### src/shared/dpgm_params.svh
// Offsets, reset values, field positions and timing counts of the port block
`ifndef DPGM_PARAMS_SVH
`define DPGM_PARAMS_SVH
// ==========================================================================
// Register offsets
`define DPGM_ADDR_P0_DATA 8'h80
`define DPGM_ADDR_P1_DATA 8'h90
`define DPGM_ADDR_P0_DRIVE 8'h93
`define DPGM_ADDR_PORT_ZERO_DIRECTION 8'h94
`define DPGM_ADDR_P0_FSEL 8'h95
`define DPGM_ADDR_PORT_ONE_DIRECTION 8'h96
`define DPGM_ADDR_P1_FSEL 8'h97
// ==========================================================================
// Reset values
`define DPGM_RST_P0_DATA 8'hff
`define DPGM_RST_P1_DATA 4'hf
`define DPGM_RST_P0_DRIVE 8'h00
`define DPGM_RST_PORT_ZERO_DIRECTION 8'hff
`define DPGM_RST_P0_FSEL 8'h00
`define DPGM_RST_PORT_ONE_DIRECTION 4'h4
`define DPGM_RST_P1_FSEL 4'h0
// ==========================================================================
// Fields and timing
`define DPGM_SPI_ROUTE_BOOT 2'h1
`define DPGM_SAMPLE_PERIOD 4
`define DPGM_P1_SCK 0
`define DPGM_P1_MOSI 1
`define DPGM_P1_MISO 2
`define DPGM_P1_CS 3
`endif

### src/shared/dpgm_pkg.sv
// Types shared by the port block
`default_nettype none
package dpgm_pkg;
  typedef struct packed {
    logic [7:0] out;
    logic [7:0] oe;
    logic [7:0] src_hi;
    logic [7:0] snk_hi;
  } dpgm_p0_pins_t;
  typedef struct packed {
    logic [3:0] out;
    logic [3:0] oe;
  } dpgm_p1_pins_t;
  typedef struct packed {
    logic spi_sck;
    logic spi_mosi;
    logic general_timer_output;
    logic uart_txd;
    logic pwm;
  } dpgm_periph_out_t;
  typedef struct packed {
    logic spi_miso;
    logic uart_rxd;
    logic external_interrupt_zero;
    logic external_interrupt_one;
    logic timer_zero_input;
    logic timer_one_input;
    logic timer_two_input;
  } dpgm_periph_in_t;
endpackage : dpgm_pkg
`default_nettype wire

### src/logic/dpgm_port.sv
// Two-port pin multiplexer with its special function registers
`timescale 1ns/1ns
`default_nettype none
`include "dpgm_params.svh"
// Notes on behaviour
// Reset makes every first-port pin input
// Reset sets second port as SPI master
// Reset configuration holds until software writes
// Alternate select overrides direction, first port
// UART receive pin still follows direction bit
// Fixed alternate function per first-port pin
// Interrupt inputs pass only when selected
// Timer zero/one inputs sampled every four clocks
// Unselected first-port pin is plain GPIO
// Direction bit zero output, one input
// Drive bit: odd pins source, even sink
// Second port registers keep four bits
// Routing 01 makes second port SPI master
// Otherwise GPIO, alternate overrides direction
// Alternate bit zero gives timer two input
// Second-port pin two always input
// Second-port pin three forced output under routing 01
// Pins one and three follow direction except under routing 01
// Latch drives only GPIO outputs; reads pins
module dpgm_port (
  input wire logic clk,
  input wire logic rst_n,
  input wire logic [7:0] sfr_addr,
  input wire logic sfr_wr,
  input wire logic sfr_rd,
  input wire logic [7:0] sfr_wdata,
  output logic [7:0] sfr_rdata,
  input wire logic [1:0] spi_route,
  input wire logic [7:0] p0_pin_in,
  input wire logic [3:0] p1_pin_in,
  output dpgm_pkg::dpgm_p0_pins_t p0_pins,
  output dpgm_pkg::dpgm_p1_pins_t p1_pins,
  input wire dpgm_pkg::dpgm_periph_out_t periph_out,
  output dpgm_pkg::dpgm_periph_in_t periph_in
);
  import dpgm_pkg::*;

  // ========================================================================
  // Registers
  logic [7:0] port_zero_data;
  logic [3:0] port_one_data;
  logic [7:0] port_zero_high_drive;
  logic [7:0] port_zero_direction;
  logic [7:0] port_zero_function_select;
  logic [3:0] port_one_direction;
  logic [3:0] port_one_function_select;
  logic [7:0] next_p0_data;
  logic [3:0] next_p1_data;
  logic [7:0] next_p0_drive;
  logic [7:0] next_port_zero_direction;
  logic [7:0] next_p0_fsel;
  logic [3:0] next_port_one_direction;
  logic [3:0] next_p1_fsel;

  // Only a write changes configuration; nothing else touches it
  always_comb begin
    next_p0_data = port_zero_data;
    next_p1_data = port_one_data;
    next_p0_drive = port_zero_high_drive;
    next_port_zero_direction = port_zero_direction;
    next_p0_fsel = port_zero_function_select;
    next_port_one_direction = port_one_direction;
    next_p1_fsel = port_one_function_select;
    if (sfr_wr) begin
      unique case (sfr_addr)
        `DPGM_ADDR_P0_DATA: next_p0_data = sfr_wdata;
        `DPGM_ADDR_P1_DATA: next_p1_data = sfr_wdata[3:0];
        `DPGM_ADDR_P0_DRIVE: next_p0_drive = sfr_wdata;
        `DPGM_ADDR_PORT_ZERO_DIRECTION: next_port_zero_direction = sfr_wdata;
        `DPGM_ADDR_P0_FSEL: next_p0_fsel = sfr_wdata;
        `DPGM_ADDR_PORT_ONE_DIRECTION: next_port_one_direction = sfr_wdata[3:0];
        `DPGM_ADDR_P1_FSEL: next_p1_fsel = sfr_wdata[3:0];
        default: ;
      endcase
    end
  end

  always_ff @(posedge clk) begin
    if (!rst_n) begin
      port_zero_data <= `DPGM_RST_P0_DATA;
      port_one_data <= `DPGM_RST_P1_DATA;
      port_zero_high_drive <= `DPGM_RST_P0_DRIVE;
      port_zero_direction <= `DPGM_RST_PORT_ZERO_DIRECTION;
      port_zero_function_select <= `DPGM_RST_P0_FSEL;
      port_one_direction <= `DPGM_RST_PORT_ONE_DIRECTION;
      port_one_function_select <= `DPGM_RST_P1_FSEL;
    end else begin
      port_zero_data <= next_p0_data;
      port_one_data <= next_p1_data;
      port_zero_high_drive <= next_p0_drive;
      port_zero_direction <= next_port_zero_direction;
      port_zero_function_select <= next_p0_fsel;
      port_one_direction <= next_port_one_direction;
      port_one_function_select <= next_p1_fsel;
    end
  end

  // ========================================================================
  // Pin synchronisers
  logic [7:0] p0_meta;
  logic [7:0] p0_sync;
  logic [3:0] p1_meta;
  logic [3:0] p1_sync;
  always_ff @(posedge clk) begin
    if (!rst_n) begin
      p0_meta <= 8'h00;
      p0_sync <= 8'h00;
      p1_meta <= 4'h0;
      p1_sync <= 4'h0;
    end else begin
      p0_meta <= p0_pin_in;
      p0_sync <= p0_meta;
      p1_meta <= p1_pin_in;
      p1_sync <= p1_meta;
    end
  end

  // ========================================================================
  // Pin direction and source
  // Direction: 0 output, 1 input
  function automatic logic is_out(input logic dir_bit);
    is_out = ~dir_bit;
  endfunction : is_out

  logic [7:0] next_p0_oe;
  logic [7:0] next_p0_out;
  logic [3:0] next_p1_oe;
  logic [3:0] next_p1_out;
  logic [7:0] port_zero_function_select_out;
  logic [7:0] port_zero_function_select_oe;
  logic boot_spi;

  always_comb begin
    // Fixed alternate assignment of each first-port pin
    port_zero_function_select_out = {periph_out.pwm, 3'b000, 3'b000,
                  periph_out.general_timer_output};
    port_zero_function_select_out[2] = periph_out.uart_txd;
    port_zero_function_select_oe = 8'h85;
    // Receive pin keeps its own direction bit
    port_zero_function_select_oe[1] = is_out(port_zero_direction[1]);
    port_zero_function_select_out[1] = port_zero_data[1];
    for (int i = 0; i < 8; i++) begin
      if (port_zero_function_select[i]) begin
        next_p0_oe[i] = port_zero_function_select_oe[i];
        next_p0_out[i] = port_zero_function_select_out[i];
      end else begin
        next_p0_oe[i] = is_out(port_zero_direction[i]);
        next_p0_out[i] = port_zero_data[i];
      end
    end

    boot_spi = (spi_route == `DPGM_SPI_ROUTE_BOOT);
    next_p1_out = port_one_data;
    next_p1_oe = {is_out(port_one_direction[3]), 1'b0,
                  is_out(port_one_direction[1]),
                  is_out(port_one_direction[0])};
    if (boot_spi) begin
      next_p1_oe[`DPGM_P1_SCK] = 1'b1;
      next_p1_oe[`DPGM_P1_MOSI] = 1'b1;
      next_p1_out[`DPGM_P1_SCK] = periph_out.spi_sck;
      next_p1_out[`DPGM_P1_MOSI] = periph_out.spi_mosi;
      next_p1_oe[`DPGM_P1_CS] = 1'b1;
    end else if (port_one_function_select[0]) begin
      next_p1_oe[`DPGM_P1_SCK] = 1'b0;
    end
    next_p1_oe[`DPGM_P1_MISO] = 1'b0;
  end

  // ========================================================================
  // Registered pin outputs
  logic [7:0] src_hi;
  logic [7:0] snk_hi;
  always_comb begin
    src_hi = port_zero_high_drive & 8'haa;
    snk_hi = port_zero_high_drive & 8'h55;
  end

  always_ff @(posedge clk) begin
    if (!rst_n) begin
      p0_pins <= '0;
      p1_pins.out <= `DPGM_RST_P1_DATA;
      p1_pins.oe <= 4'hb;
    end else begin
      p0_pins.out <= next_p0_out;
      p0_pins.oe <= next_p0_oe;
      p0_pins.src_hi <= src_hi;
      p0_pins.snk_hi <= snk_hi;
      p1_pins.out <= next_p1_out;
      p1_pins.oe <= next_p1_oe;
    end
  end

  // ========================================================================
  // Inputs towards peripherals
  logic [2:0] tmr_raw;
  logic [2:0] tmr_smp;
  always_comb begin
    tmr_raw = {p1_sync[`DPGM_P1_SCK] & port_one_function_select[0]
               & ~boot_spi,
               p0_sync[6] & port_zero_function_select[6],
               p0_sync[5] & port_zero_function_select[5]};
  end

  // Timers see inputs only at the slow sample point
  dpgm_sampler #(
    .WIDTH(3),
    .PERIOD(`DPGM_SAMPLE_PERIOD)
  ) u_sampler (
    .clk(clk),
    .rst_n(rst_n),
    .din(tmr_raw),
    .dout(tmr_smp)
  );

  always_ff @(posedge clk) begin
    if (!rst_n) begin
      periph_in <= '0;
      periph_in.external_interrupt_zero <= 1'b1;
      periph_in.external_interrupt_one <= 1'b1;
    end else begin
      periph_in.spi_miso <= p1_sync[`DPGM_P1_MISO];
      periph_in.uart_rxd <= p0_sync[1] | ~port_zero_function_select[1];
      // Interrupts are active low, so idle high when not selected
      periph_in.external_interrupt_zero <= p0_sync[3]
        | ~port_zero_function_select[3];
      periph_in.external_interrupt_one <= p0_sync[4]
        | ~port_zero_function_select[4];
      periph_in.timer_zero_input <= tmr_smp[0];
      periph_in.timer_one_input <= tmr_smp[1];
      periph_in.timer_two_input <= tmr_smp[2];
    end
  end

  // ========================================================================
  // Register read
  logic [7:0] next_rdata;
  always_comb begin
    next_rdata = 8'h00;
    if (sfr_rd) begin
      unique case (sfr_addr)
        `DPGM_ADDR_P0_DATA: next_rdata = p0_sync;
        `DPGM_ADDR_P1_DATA: next_rdata = {4'h0, p1_sync};
        `DPGM_ADDR_P0_DRIVE: next_rdata = port_zero_high_drive;
        `DPGM_ADDR_PORT_ZERO_DIRECTION: next_rdata = port_zero_direction;
        `DPGM_ADDR_P0_FSEL: next_rdata = port_zero_function_select;
        `DPGM_ADDR_PORT_ONE_DIRECTION: next_rdata = {4'h0, port_one_direction};
        `DPGM_ADDR_P1_FSEL: next_rdata = {4'h0, port_one_function_select};
        default: next_rdata = 8'h00;
      endcase
    end
  end

  always_ff @(posedge clk) begin
    if (!rst_n) begin
      sfr_rdata <= 8'h00;
    end else begin
      sfr_rdata <= next_rdata;
    end
  end
endmodule : dpgm_port
`default_nettype wire

### src/logic/dpgm_sampler.sv
// Divide-by-N strobe sampler for timer control inputs
`timescale 1ns/1ns
`default_nettype none
module dpgm_sampler #(
  parameter int WIDTH = 3,
  parameter int PERIOD = 4
) (
  input wire logic clk,
  input wire logic rst_n,
  input wire logic [WIDTH-1:0] din,
  output logic [WIDTH-1:0] dout
);
  // Counter is eight bits wide, so longer periods cannot be served
  if (PERIOD < 1 || PERIOD > 256 || WIDTH < 1) begin : g_bad_param
    $error("dpgm_sampler: PERIOD or WIDTH out of range");
  end
  logic [7:0] cnt;
  logic [7:0] next_cnt;
  logic [WIDTH-1:0] next_dout;
  always_comb begin
    next_cnt = (cnt == 8'(PERIOD - 1)) ? 8'h00 : cnt + 8'h01;
    next_dout = (cnt == 8'(PERIOD - 1)) ? din : dout;
  end
  always_ff @(posedge clk) begin
    if (!rst_n) begin
      cnt <= 8'h00;
      dout <= '0;
    end else begin
      cnt <= next_cnt;
      dout <= next_dout;
    end
  end
endmodule : dpgm_sampler
`default_nettype wire

### config.mk
export PLATFORM = sky130hd
export DESIGN_NAME = dpgm_port
export DESIGN_NICKNAME = d
export VERILOG_FILES = /design/src/shared/dpgm_pkg.sv /design/src/logic/dpgm_port.sv /design/src/logic/dpgm_sampler.sv
export VERILOG_INCLUDE_DIRS = /design/src /design/src/shared
export SDC_FILE = /design/constraint.sdc
export NUM_CORES = 1
export LEC_CHECK = 0
export CAP_MARGIN = 20
export CORE_ASPECT_RATIO = 1.5
export CORE_MARGIN = 4
export CORE_UTILIZATION = 35
export CTS_CLUSTER_SIZE = 24
export DETAILED_ROUTE_END_ITERATION = 10
export DONT_BUFFER_PORTS = 1
export PLACE_DENSITY = 0.51
export RECOVER_POWER = 25
export SETUP_SLACK_MARGIN = 0.4
export SLEW_MARGIN = 0
export SYNTH_ARGS = -nofsm -noshare
export SYNTH_HDL_FRONTEND = slang
export SYNTH_SLANG_ARGS = --single-unit
### constraint.sdc
create_clock -name clk -period 4.3 [get_ports clk]
set_clock_uncertainty 0.05 [all_clocks]
set_input_delay 0 -clock clk [delete_from_list [all_inputs] [get_ports clk]]
set_output_delay 0 -clock clk [all_outputs]
set_load 0.005 [all_outputs]
# Word-level counts from Yosys, hierarchy flattened
# Index checks and enable logic that the tools add are counted.
dict set report op_classes {
  add_sub_neg 1
  eq_ne 9
  mux 9
  bitwise 23
  n_reduce_logical 14
}
# op count
set ops {}
lappend ops {{== test 8 bit, second input constant} 7}
lappend ops {{one-hot mux 8 bit (7 select lines)} 1}
lappend ops {{NOT 1 bit} 16}
lappend ops {{AND reduction 2 bit} 8}
lappend ops {{OR reduction 2 bit} 6}
lappend ops {{adder 8 x 1 -> 8 bit, second input constant} 1}
lappend ops {{== test 8 x 2 -> 1 bit, second input constant} 1}
lappend ops {{two-way mux 1 bit} 7}
lappend ops {{AND 1 bit} 4}
lappend ops {{bitwise OR 1 bit} 3}
lappend ops {{== test 2 x 1 -> 1 bit, second input constant} 1}
lappend ops {{two-way mux 2 bit} 1}
dict set report word_totals {
  reg_bits 134
  input_bits 39
  out_inout_bits 55
  word_cells 94
}

# Longest topological paths before layout
# Gate-level depths: netlist of run 1.
dict set report logic_depth {
  ltp_word 3
  mapped_depth 6
  mapped_depth_nobuf 5
}

# By module
# From an unflattened synthesis of run 1, not the netlist that was laid out.
dict set report unflattened {
  cells_unflattened 441
  hier_area_um2 4614.4
}
# module n_inst cells_per_inst area_per_inst_um2 seq_area_each_um2
set by_module_without_submodules {}
lappend by_module_without_submodules {dpgm_port 1 390 4156.5 2282.2}
lappend by_module_without_submodules {dpgm_sampler 1 51 457.9 220.2}

# Least setup slack after synthesis of run 1
# Ideal clock, no wire load.
dict set report synth_path {
  path_kind {reg-to-reg}
  startpoint {reg u_sampler.cnt[0]}
  endpoint {reg u_sampler.dout[2]}
  setup_ns 0.076
  arrival_time_ns 1.396
  required_ns 4.174
  slack_ns 2.778
  path_stages_with_launch 6
  n_path_buf 0
  synth_period_minus_slack_ns 1.522
  cell_sequence {dfxtp_1 -> ha_1 -> nor4b_4 -> nand2_1 -> or2_2 -> a21boi_0}
}
dict set report synth_via {
  elab_chain_len 1
}
# item line_no
set synth_lines {}
lappend synth_lines {{start, declared} dpgm_sampler.sv:17} ;# logic [7:0] cnt;
lappend synth_lines {{start signal, assigned} dpgm_sampler.sv:29} ;# cnt <= next_cnt;
lappend synth_lines {{== test 8 x 2 -> 1 bit} dpgm_sampler.sv:22} ;# next_dout = (cnt == 8'(PERIOD - 1)) ? din : dout;
lappend synth_lines {{end signal, assigned} dpgm_sampler.sv:30} ;# dout <= next_dout;
lappend synth_lines {{end, declared} dpgm_sampler.sv:11} ;# output logic [WIDTH-1:0] dout
# No other way between the ends.
# A chain may end at the register's enable or synchronous reset.

# Final worst setup path of run 1
dict set report layout_path {
  startpoint {in sfr_addr[0]}
  endpoint {reg port_zero_data[4]}
}
dict set report layout_via {
  elab_chain_len 2
}
# item line_no
set layout_lines {}
lappend layout_lines {{start, declared} dpgm_port.sv:28} ;# input wire logic [7:0] sfr_addr,
lappend layout_lines {{== test 8 bit} dpgm_port.sv:70} ;# unique case (sfr_addr)
lappend layout_lines {{AND reduction 2 bit (no line)} -}
lappend layout_lines {{end signal, assigned} dpgm_port.sv:85} ;# port_zero_data <= `DPGM_RST_P0_DATA;
lappend layout_lines {{end signal, assigned} dpgm_port.sv:93} ;# port_zero_data <= next_p0_data;
lappend layout_lines {{end, declared} dpgm_port.sv:45} ;# logic [7:0] port_zero_data;
# No other way between the ends.

==> summary.md, run 1 <==
| Metric | Value |
|---|---|
| GR Util met2 | 0.269 |
| Mapped cell area | 4620 µm² |
| Primary FF master, synth | dfxtp_1 |
| Crit path DAT | 2.84 ns |
| Area contributors post-synth | dfxtp_1 (54%), mux2i_1 (11%), and2_1 (5.0%) |
| Starting density of the core | 0.357 |
| Routability cong. | 0.825 |
| Critical Path End Type | flop |
| Pwr Density | 462 nW/µm² |
| Diode count | 0 |
| Yosys Warn Count | 0 |
| First-pass GRT wire length | 16.8 mm |
| Setup bufs post-CTS | 0 |
| Max-cap violations | 0 |
| Layout Nets | 501 |
| CTS tree | built |
| Final Hold Fails | 0 |
| Die Ht | 149 µm |
| Setup WS post-layout | 1.71 ns |
| M1 GR Usage | 0.157 |
| GRT Overall Usage | 0.152 |
| DRC | 0 |
| Vias/cell | 4.92 |
| TNS Setup | 0 ns |
| TritonRoute pass-1 iters | 4 |
| Register area | 2500 µm² |
| Post-CTS Hold Buffers | 47 |
| Mean post-synth cell area | 11.1 µm² |
| Outcome | finished clean |
| Slew margin rel. | 0.498 |
| Routed wire length | 11.0 mm |
| Post-Synthesis Cells | 416 |
| Clock slew at reported path FFs | 0.05 ns |
| Overall power | 2.65 mW |
| Detailed placement HPWL | 7.22 mm |
| Leakage power | 2.29 nW |
| Io pins | 94 |
| RSZ-0062 raised after global routing | no |
| Core Region | 13000 µm² |
| M3 GR Usage | 0.0465 |
| Final critical-path required period | 2.59 ns |
| Multi-input gate area | 1970 µm² |
| Initial antenna violation count | 0 |
| Clock Latency Late Sink | 0.41 ns |
| Worst slack, placed | 2.56 ns |
| CP Max Fanout | 15 |
| Worst Tran Pin Value | 0.750 ns |
| Commonest cells post-synth | dfxtp_1 (125), mux2i_1 (52), and2_1 (37) |
| Synth top area share | 0.542 |
| Die footprint | 15100 µm² |
| Maximum number of pins on one net before global-route repair | 112 |
| PortBufs | 0 |
| Min-delay worst type | input pin to flop |
| Maximum vdd drop | 227 µV |
| Final setup violation count | 0 |
| Fill cells | 1236 |
| Vias in the first global route | 3122 |
| Cts bufs inserted | 17 |
| Row cnt | 51 |
| Slew Limit Fails | 0 |
| Vias | 3104 |
| CTS HTree Levels | 4 |
| EDFF count, synth | 0 |
| Longest Clk Path Bufs | 2 |
| Fmax achieved | 0.386 GHz |
| Layout cells sized above 1 | 0.0996 |
| Post-DR wirelength/cell | 17.4 µm |
| Area leader, netlist | dfxtp_1 |
| CP Class | input pin to flop |
| Synth unique cells | 48 |
| Crit path launch type | input pin |
| Ys async rst share | 0 |
| Die width | 102 µm |
| Initial DRC count | 157 |
| Period utilisation layout | 0.603 |
| Synth-to-layout area growth | 24.1% |
| #FFs+latches synth | 125 |
| Grt peak-use layer | met2 |
| Seq/Total Area, Yosys | 0.542 |
| Root buf cell | clkbuf_16 |
| Antenna viol nets, final | 0 |
| PostCTS Resize Cnt | 0 |
| Most numerous cell in the Yosys netlist | dfxtp_1 |
| Clk sink count | 125 |
| Overflow after GRT | 0 |
| Worst path required time | 4.55 ns |
[flip-flops by register name, indices dropped and copies added, names as in the netlist, 7 cells and up]
signal                     count
p1_pins                        7
sfr_rdata                      8
port_zero_high_drive           8
port_zero_function_select      8
p0_sync                        8
u_sampler.cnt                  8
port_zero_data                 8
p0_meta                        8
port_zero_direction            8
periph_in                      7
p0_pins                       24
[critical path, stage by stage]
cell           delay (ns)
dlygate4sd3_1        0.82
nor4_4               0.44
nand4b_1             0.61
mux2i_1              0.33
nand2_1              0.07
dlygate4sd3_1        0.56
[worst paths after layout]
check                                      start           endpoint  slack, ns  cells after the start
worst max-delay path                 sfr_addr[0]  port_zero_data[4]       1.71                      6
worst max register to register  u_sampler.cnt[0]  u_sampler.dout[2]       2.58                      5
worst min-delay path                spi_route[1]         p1_pins[3]      0.005                      2
worst min register to register        p0_meta[5]         p0_sync[5]       0.38                      1
[per-stage QoR]
step | cell area [µm²] | hold slack, ns | cells | utilization
after floorplan | 4650 | 0.0751 | 424 | -
after global placement | 4680 | 0.0228 | 554 | 0.362
after detailed placement | 4680 | 0.0297 | 554 | 0.362
after CTS | 5730 | 0.00214 | 631 | 0.442
after global routing | 5730 | 0.0115 | 631 | 0.442
final | 5730 | 0.00500 | 631 | 0.442
[layer usage]
| layer | part of all wire | up-vias |
|---|---|---|
| met4 | 0.039 | 0 |
| met1 | 0.38 | 1472 |
| met2 | 0.54 | 112 |
| met5 | 0 | - |
| met3 | 0.050 | 34 |
| li1 | - | 1486 |
[cell type report]
type / instances / area share
clock buffer: 23 / 0.0817
clock inverter: 7 / 0.0157
inverter: 4 / 0.00262
multi-input combinational: 266 / 0.343
sequential: 125 / 0.437
tap: 159 / 0.0347
timing repair buffer: 47 / 0.0852
[cells in the final DEF, fill, tap and decap left out, types with 8 or more instances in the layout]
cell type,netlist,layout
dfxtp_1,125,125
mux2i_1,52,52
dlygate4sd3_1,0,46
and2_1,37,37
nand2_1,33,33
nor2b_1,27,27
clkbuf_16,0,17
nor2_1,10,10
nand3_1,9,9
conb_1,1,9
mux2_2,8,8
[cell families after synthesis]
kind of cell,after synthesis,share of synthesized area
AND/OR/NAND/NOR,161,0.221
multiplexers,62,0.142
adder cells (fa/ha/maj),1,0.00271
other,1,0.000812
buffers and inverters,33,0.0385
flip-flops,125,0.542
AO/OA/AOI/OAI,26,0.0401
XOR/XNOR,7,0.0133
[power by group]
group | leakage (nW) | switching, mW | internal [mW] | total, mW
Sequential | 1.02 | 0.0111 | 1.18 | 1.19
Combinational | 1.00 | 0.0542 | 0.0579 | 0.112
Clock | 0.269 | 0.475 | 0.872 | 1.35
No activity file was read; power rests on OpenSTA's default activity.
==> run 2, diff against run 1 <==
--- a/config.mk
+++ b/config.mk
@@ -13,7 +13,7 @@
 export CTS_CLUSTER_SIZE = 24
 export DETAILED_ROUTE_END_ITERATION = 10
 export DONT_BUFFER_PORTS = 1
-export PLACE_DENSITY = 0.51
+export PLACE_DENSITY = 0.53
 export RECOVER_POWER = 25
 export SETUP_SLACK_MARGIN = 0.4
 export SLEW_MARGIN = 0
==> constraint.sdc (replaced) <==
create_clock -name clk -period 2.08 [get_ports clk]
set_clock_uncertainty 0.05 [all_clocks]
set_input_delay 0 -clock clk [delete_from_list [all_inputs] [get_ports clk]]
set_output_delay 0 -clock clk [all_outputs]
set_load 0.005 [all_outputs]
==> run 2 against run 1 <==
  * Count of clock-buffer cells in the layout shrank 1
  * The run now ends with hold timing left
  * Worst hold slack lost 0.035 ns
  * Largest power group unchanged
  * Routed wire length grew 1.8%
  * Worst setup slack lost 1.2 ns
  * Sequential power grew 110%
  * Sequential cell count is the same
  * Utilization grew 0.85 points
  * Clock power grew 130%
  * Final area grew 1.9%
  * Combinational power grew 110%
  * Via count is essentially flat
==> summary.md, run 2 (synthesis gave the netlist of run 1 again) <==
| Metric | Value |
|---|---|
| Outcome | finished, violations left |
| Failing checks | hold timing |
| Clk sink count | 125 |
| R2r setup slk | 0.50 ns |
| Overflow after GRT | 0 |
| Max reg flops | 24 |
| Cts bufs inserted | 17 |
| Clock slew at reported path FFs | 0.06 ns |
| Crit path DAT | 1.87 ns |
| Slew Limit Fails | 0 |
| Die Ht | 149 µm |
| Clock Latency Late Sink | 0.41 ns |
| Crit-path slowest cell | nor3_1 |
| CP Class | flop to flop |
| Final Hold Fails | 3 |
| CTS HTree Levels | 4 |
| GRT Overall Usage | 0.155 |
| Starting density of the core | 0.357 |
| Finished Core Util | 0.451 |
| Initial DRC count | 129 |
| Crit-path cells | nor3_1 -> nand2_2 -> or2_2 -> a21boi_0 |
| Die footprint | 15100 µm² |
| Vias/cell | 4.86 |
| Final instance area | 5840 µm² |
| Worst r2r src | u_sampler.cnt[3] |
| Crit. Startpoint | u_sampler.cnt[3] |
| Worst path required time | 2.37 ns |
| Fin Hold WS | -0.0301 ns |
| PortBufs | 0 |
| Period utilisation layout | 0.761 |
| TNS Setup | 0 ns |
| Leakage power | 2.34 nW |
| Root buf cell | clkbuf_16 |
| Critical Path End Type | flop |
| Longest Clk Path Bufs | 2 |
| First-pass GRT wire length | 17.3 mm |
| DRC | 0 |
| CP bufs+invs | 0 |
| Maximum number of pins on one net before global-route repair | 112 |
| Hold depth | 3 |
| Worst path top cell family by delay | simple AND/OR/NAND/NOR gates |
| Vias | 3102 |
| R2R depth | 4 |
| Io pins | 94 |
| Vias in the first global route | 3167 |
| Final critical-path required period | 1.58 ns |
| Synth-to-layout area growth | 26.5% |
| Min-delay worst type | input pin to flop |
| Fmax achieved | 0.632 GHz |
| RSZ-0062 raised after global routing | no |
| Worst r2r dst | u_sampler.dout[2] |
| Initial antenna violation count | 0 |
| Antenna viol nets, final | 0 |
| Max-cap violations | 0 |
| Layout cells sized above 1 | 0.121 |
| CP Max Fanout | 5 |
| Routed wire length | 11.2 mm |
| Diode count | 0 |
| Layout Nets | 506 |
| Die width | 102 µm |
| Most frequent cells in the layout | dfxtp_1 (124), mux2i_1 (52), dlygate4sd3_1 (45) |
| Worst Tran Pin Value | 0.714 ns |
| Row cnt | 51 |
| Placed Area | 4710 µm² |
| Largest Register | p0_pins |
| Routability cong. | 0.837 |
| WP depth | 4 |
| Slew margin rel. | 0.524 |
| CTS tree | built |
| Detailed placement HPWL | 7.19 mm |
| Setup crit end | u_sampler.dout[2] |
| Commonest non-fill, non-tap cell in the layout | dfxtp_1 |
| Critical path's largest stage delay | 0.46 ns |
| Crit path launch type | flop |
| TritonRoute pass-1 iters | 4 |
| Pwr Density | 989 nW/µm² |
| Post-DR wirelength/cell | 17.5 µm |
| Final setup violation count | 0 |
| Core Region | 13000 µm² |
| Maximum vdd drop | 455 µV |
[run 2: cell count changes in the layout (fill, tap and decap cells not counted), sizes merged]
| cell | change |
|---|---|
| dlygate4sd3 | -1 |
| clkbuf | -1 |
| bufinv | +2 |
| buf | +6 |
| inv | +1 |
[run 2: worst min path at each step]
stage	start	endpoint	slack [ns]
2_1_floorplan	periph_out[4]	p1_pins[4]	0.08
3_3_place_gp	rst_n	port_zero_direction[4]	0.02
3_5_place_dp	rst_n	port_zero_direction[4]	0.03
4_1_cts	sfr_addr[1]	sfr_rdata[0]	-0.25
5_1_grt	sfr_addr[0]	sfr_rdata[0]	0.004
6_report	sfr_addr[0]	sfr_rdata[2]	-0.03
[run 2: stage by stage]
stage                     total power, mW  hold WS, ns  instances  setup WS, ns
final                                5.78      -0.0301        638         0.497
after global routing                 5.98      0.00368        638         0.362
after CTS                            5.82       -0.250        631         0.446
after detailed placement             2.62       0.0275        557         0.382
after global placement               2.62       0.0210        557         0.485
after floorplan                      2.64       0.0751        424         0.558
[run 2: repair_timing]
item | 4_1_cts | 5_1_grt
hold endpoints to repair | 125 | 12
endpoints found under the setup margin | 1 | 5
gates resized for setup | 1 | 3
pin swaps | 0 | 0
buffers inserted | 1 | 2
hold buffers | 41 | 5
[run 2: final cells by class]
type | instances | area, µm²
clock buffers | 22 | 454
inverters | 4 | 15.0
fillers | 1207 | 7110
flip-flops and latches | 125 | 2500
well taps | 159 | 199
clock inverters | 10 | 163
multi-input cells | 266 | 1980
repair buffers | 52 | 523
[run 2: layer usage]
metal,global-route usage,part of all wire,up-vias
met5,0,0,-
met4,0.0792,0.034,0
met3,0.0465,0.044,30
met2,0.272,0.54,92
met1,0.165,0.38,1478
li1,-,-,1502
[run 2: report_power, final]
part / switching [mW] / internal (mW)
logic: 0.111 / 0.129
clock network: 1.04 / 2.04
registers: 0.0249 / 2.44
total: 1.17 / 4.60
[run 2: worst min-delay path, delay by kind of cell]
kind	cells	cell delay, ns
AND/OR/NAND/NOR	1	0.14
AO/OA/AOI/OAI	2	0.23
==> run 3, diff against run 2 <==
--- a/config.mk
+++ b/config.mk
@@ -13,7 +13,7 @@
 export CTS_CLUSTER_SIZE = 24
 export DETAILED_ROUTE_END_ITERATION = 10
 export DONT_BUFFER_PORTS = 1
-export PLACE_DENSITY = 0.53
+export PLACE_DENSITY = 0.51
 export RECOVER_POWER = 25
 export SETUP_SLACK_MARGIN = 0.4
 export SLEW_MARGIN = 0
==> constraint.sdc (replaced) <==
create_clock -name clk -period 1.5 [get_ports clk]
set_clock_uncertainty 0.05 [all_clocks]
set_input_delay 0 -clock clk [delete_from_list [all_inputs] [get_ports clk]]
set_output_delay 0 -clock clk [all_outputs]
set_load 0.005 [all_outputs]
==> run 3 against run 2 <==
  * The flow still finishes with violations (hold timing)
  * Via count decreased by 1.1%
  * Combinational power rose by 17%
  * Routed wire length down 4.7%
  * Utilization did not move
  * Sequential power increased by 39%
  * Global-route usage down 1.2 points
  * Final cell count is 0.63% lower
  * Worst setup slack got worse by 0.35 ns
==> summary.md, run 3 (synthesis gave the netlist of run 1 again) <==
| Metric | Value |
|---|---|
| Outcome | finished, violations left |
| Failing checks | hold timing |
| Diode count | 0 |
| Initial antenna violation count | 0 |
| TNS Setup | 0 ns |
| Worst path required time | 1.79 ns |
| Routed wire length | 10.7 mm |
| Layout cells sized above 1 | 0.192 |
| Most frequent cells in the layout | dfxtp_1 (117), mux2i_1 (52), dlygate4sd3_1 (34) |
| Layout Nets | 502 |
| Longest Clk Path Bufs | 2 |
| Initial DRC count | 149 |
| Die width | 102 µm |
| Final Hold Fails | 113 |
| Die Ht | 149 µm |
| Fill cells | 1224 |
| Worst path top cell family by delay | simple AND/OR/NAND/NOR gates |
| Slew Limit Fails | 0 |
| Final instance area | 5840 µm² |
| Maximum vdd drop | 647 µV |
| Die footprint | 15100 µm² |
| Synth-to-layout area growth | 26.5% |
| Top sig layer | met4 |
| Overall power | 7.80 mW |
| Worst slack, placed | 0.0867 ns |
| Largest Register | p0_pins |
| Crit path launch type | flop |
| Clock Latency Late Sink | 0.41 ns |
| Antenna viol nets, final | 0 |
| Fmax achieved | 0.738 GHz |
| Crit path DAT | 1.65 ns |
| Placed Area | 4750 µm² |
| CP bufs+invs | 0 |
| Worst Tran Pin Value | 0.928 ns |
| PortBufs | 0 |
| Leakage power | 2.33 nW |
| Crit-path cells | ha_4 -> nor4b_4 -> nand2_2 -> or2_4 -> a21boi_2 |
| DRC | 0 |
| Routability cong. | 0.796 |
| Starting density of the core | 0.357 |
| Crit-path slowest cell | dfxtp_4 |
| Overflow after GRT | 0 |
| Pwr Density | 1330 nW/µm² |
| Final cell count without fillers | 634 |
| Detailed placement HPWL | 7.22 mm |
| CP Max Fanout | 4 |
| Slew margin rel. | 0.381 |
| CP Class | flop to flop |
| Critical path's largest stage delay | 0.36 ns |
| CTS HTree Levels | 4 |
| CTS tree | built |
| Met2 WL | 5.62 mm |
| Placed Cells | 560 |
| First-pass GRT wire length | 16.1 mm |
| Critical Path End Type | flop |
| Commonest non-fill, non-tap cell in the layout | dfxtp_1 |
| Vias/cell | 4.84 |
| RSZ-0062 raised after global routing | yes |
| Period utilisation layout | 0.904 |
| R2r setup slk | 0.14 ns |
| Core Region | 13000 µm² |
| Wire length on met1 | 4.37 mm |
| Finished Core Util | 0.451 |
| Clock slew at reported path FFs | 0.06 ns |
| TritonRoute pass-1 iters | 4 |
| Vias | 3068 |
| Root buf cell | clkbuf_16 |
| Met3 WL | 478 µm |
| Fin Hold WS | -0.386 ns |
| Io pins | 94 |
| GRT Overall Usage | 0.143 |
| Row cnt | 51 |
| Min-delay worst type | input pin to flop |
| Final critical-path required period | 1.36 ns |
| Vias in the first global route | 3003 |
| Setup WS post-layout | 0.145 ns |
| Maximum number of pins on one net before global-route repair | 113 |
| Clk sink count | 125 |
| Final setup violation count | 0 |
| Post-DR wirelength/cell | 16.8 µm |
| Cts bufs inserted | 17 |
| Max-cap violations | 0 |
| Max reg flops | 24 |
==> run 3: worst reg2reg max path: stages, from the launching register on <==
cell and delay, ns:
dfxtp_4 0.36, ha_4 0.13, nor4b_4 0.26, nand2_2 0.14
or2_4 0.25, a21boi_2 0.11
==> run 3: path summary, 6_finish.rpt <==
path | start | to | depth (start not counted)
hold / removal | rst_n | port_zero_data[0] | 1
setup reg to reg | u_sampler.cnt[0] | u_sampler.dout[2] | 5
setup / recovery | u_sampler.cnt[0] | u_sampler.dout[2] | 5
hold reg to reg | port_one_direction[3] | p1_pins[3] | 1
==> run 3: cell type report <==
class	count	area, µm²	share of cell area
clock buffer	17	425	0.0728
clock inverter	15	173	0.0296
inverter	4	15.0	0.00257
multi-input combinational	266	2060	0.353
sequential	125	2520	0.431
tap	159	199	0.0341
timing repair buffer	48	449	0.0769
==> run 3: report_power, final <==
group	internal, mW	switching [mW]
clock network	2.60	1.50
logic	0.175	0.107
registers	3.38	0.0322
==> run 3: routing by layer <==
layer / up-vias / GRT usage
met5: - / 0
met4: 0 / 0.0579
met3: 15 / 0.0455
met2: 75 / 0.250
met1: 1484 / 0.159
li1: 1494 / -
==> run 3: what timing repair did <==
| action | 4_1_cts | 5_1_grt |
|---|---|---|
| setup buffers | 6 | 2 |
| resized for setup | 18 | 19 |
| hold buffers | 24 | 10 |
| pin swaps | 7 | 3 |
| setup endpoints to repair | 19 | 19 |
| hold endpoints to repair | 125 | 113 |
| cloned | 0 | 0 |
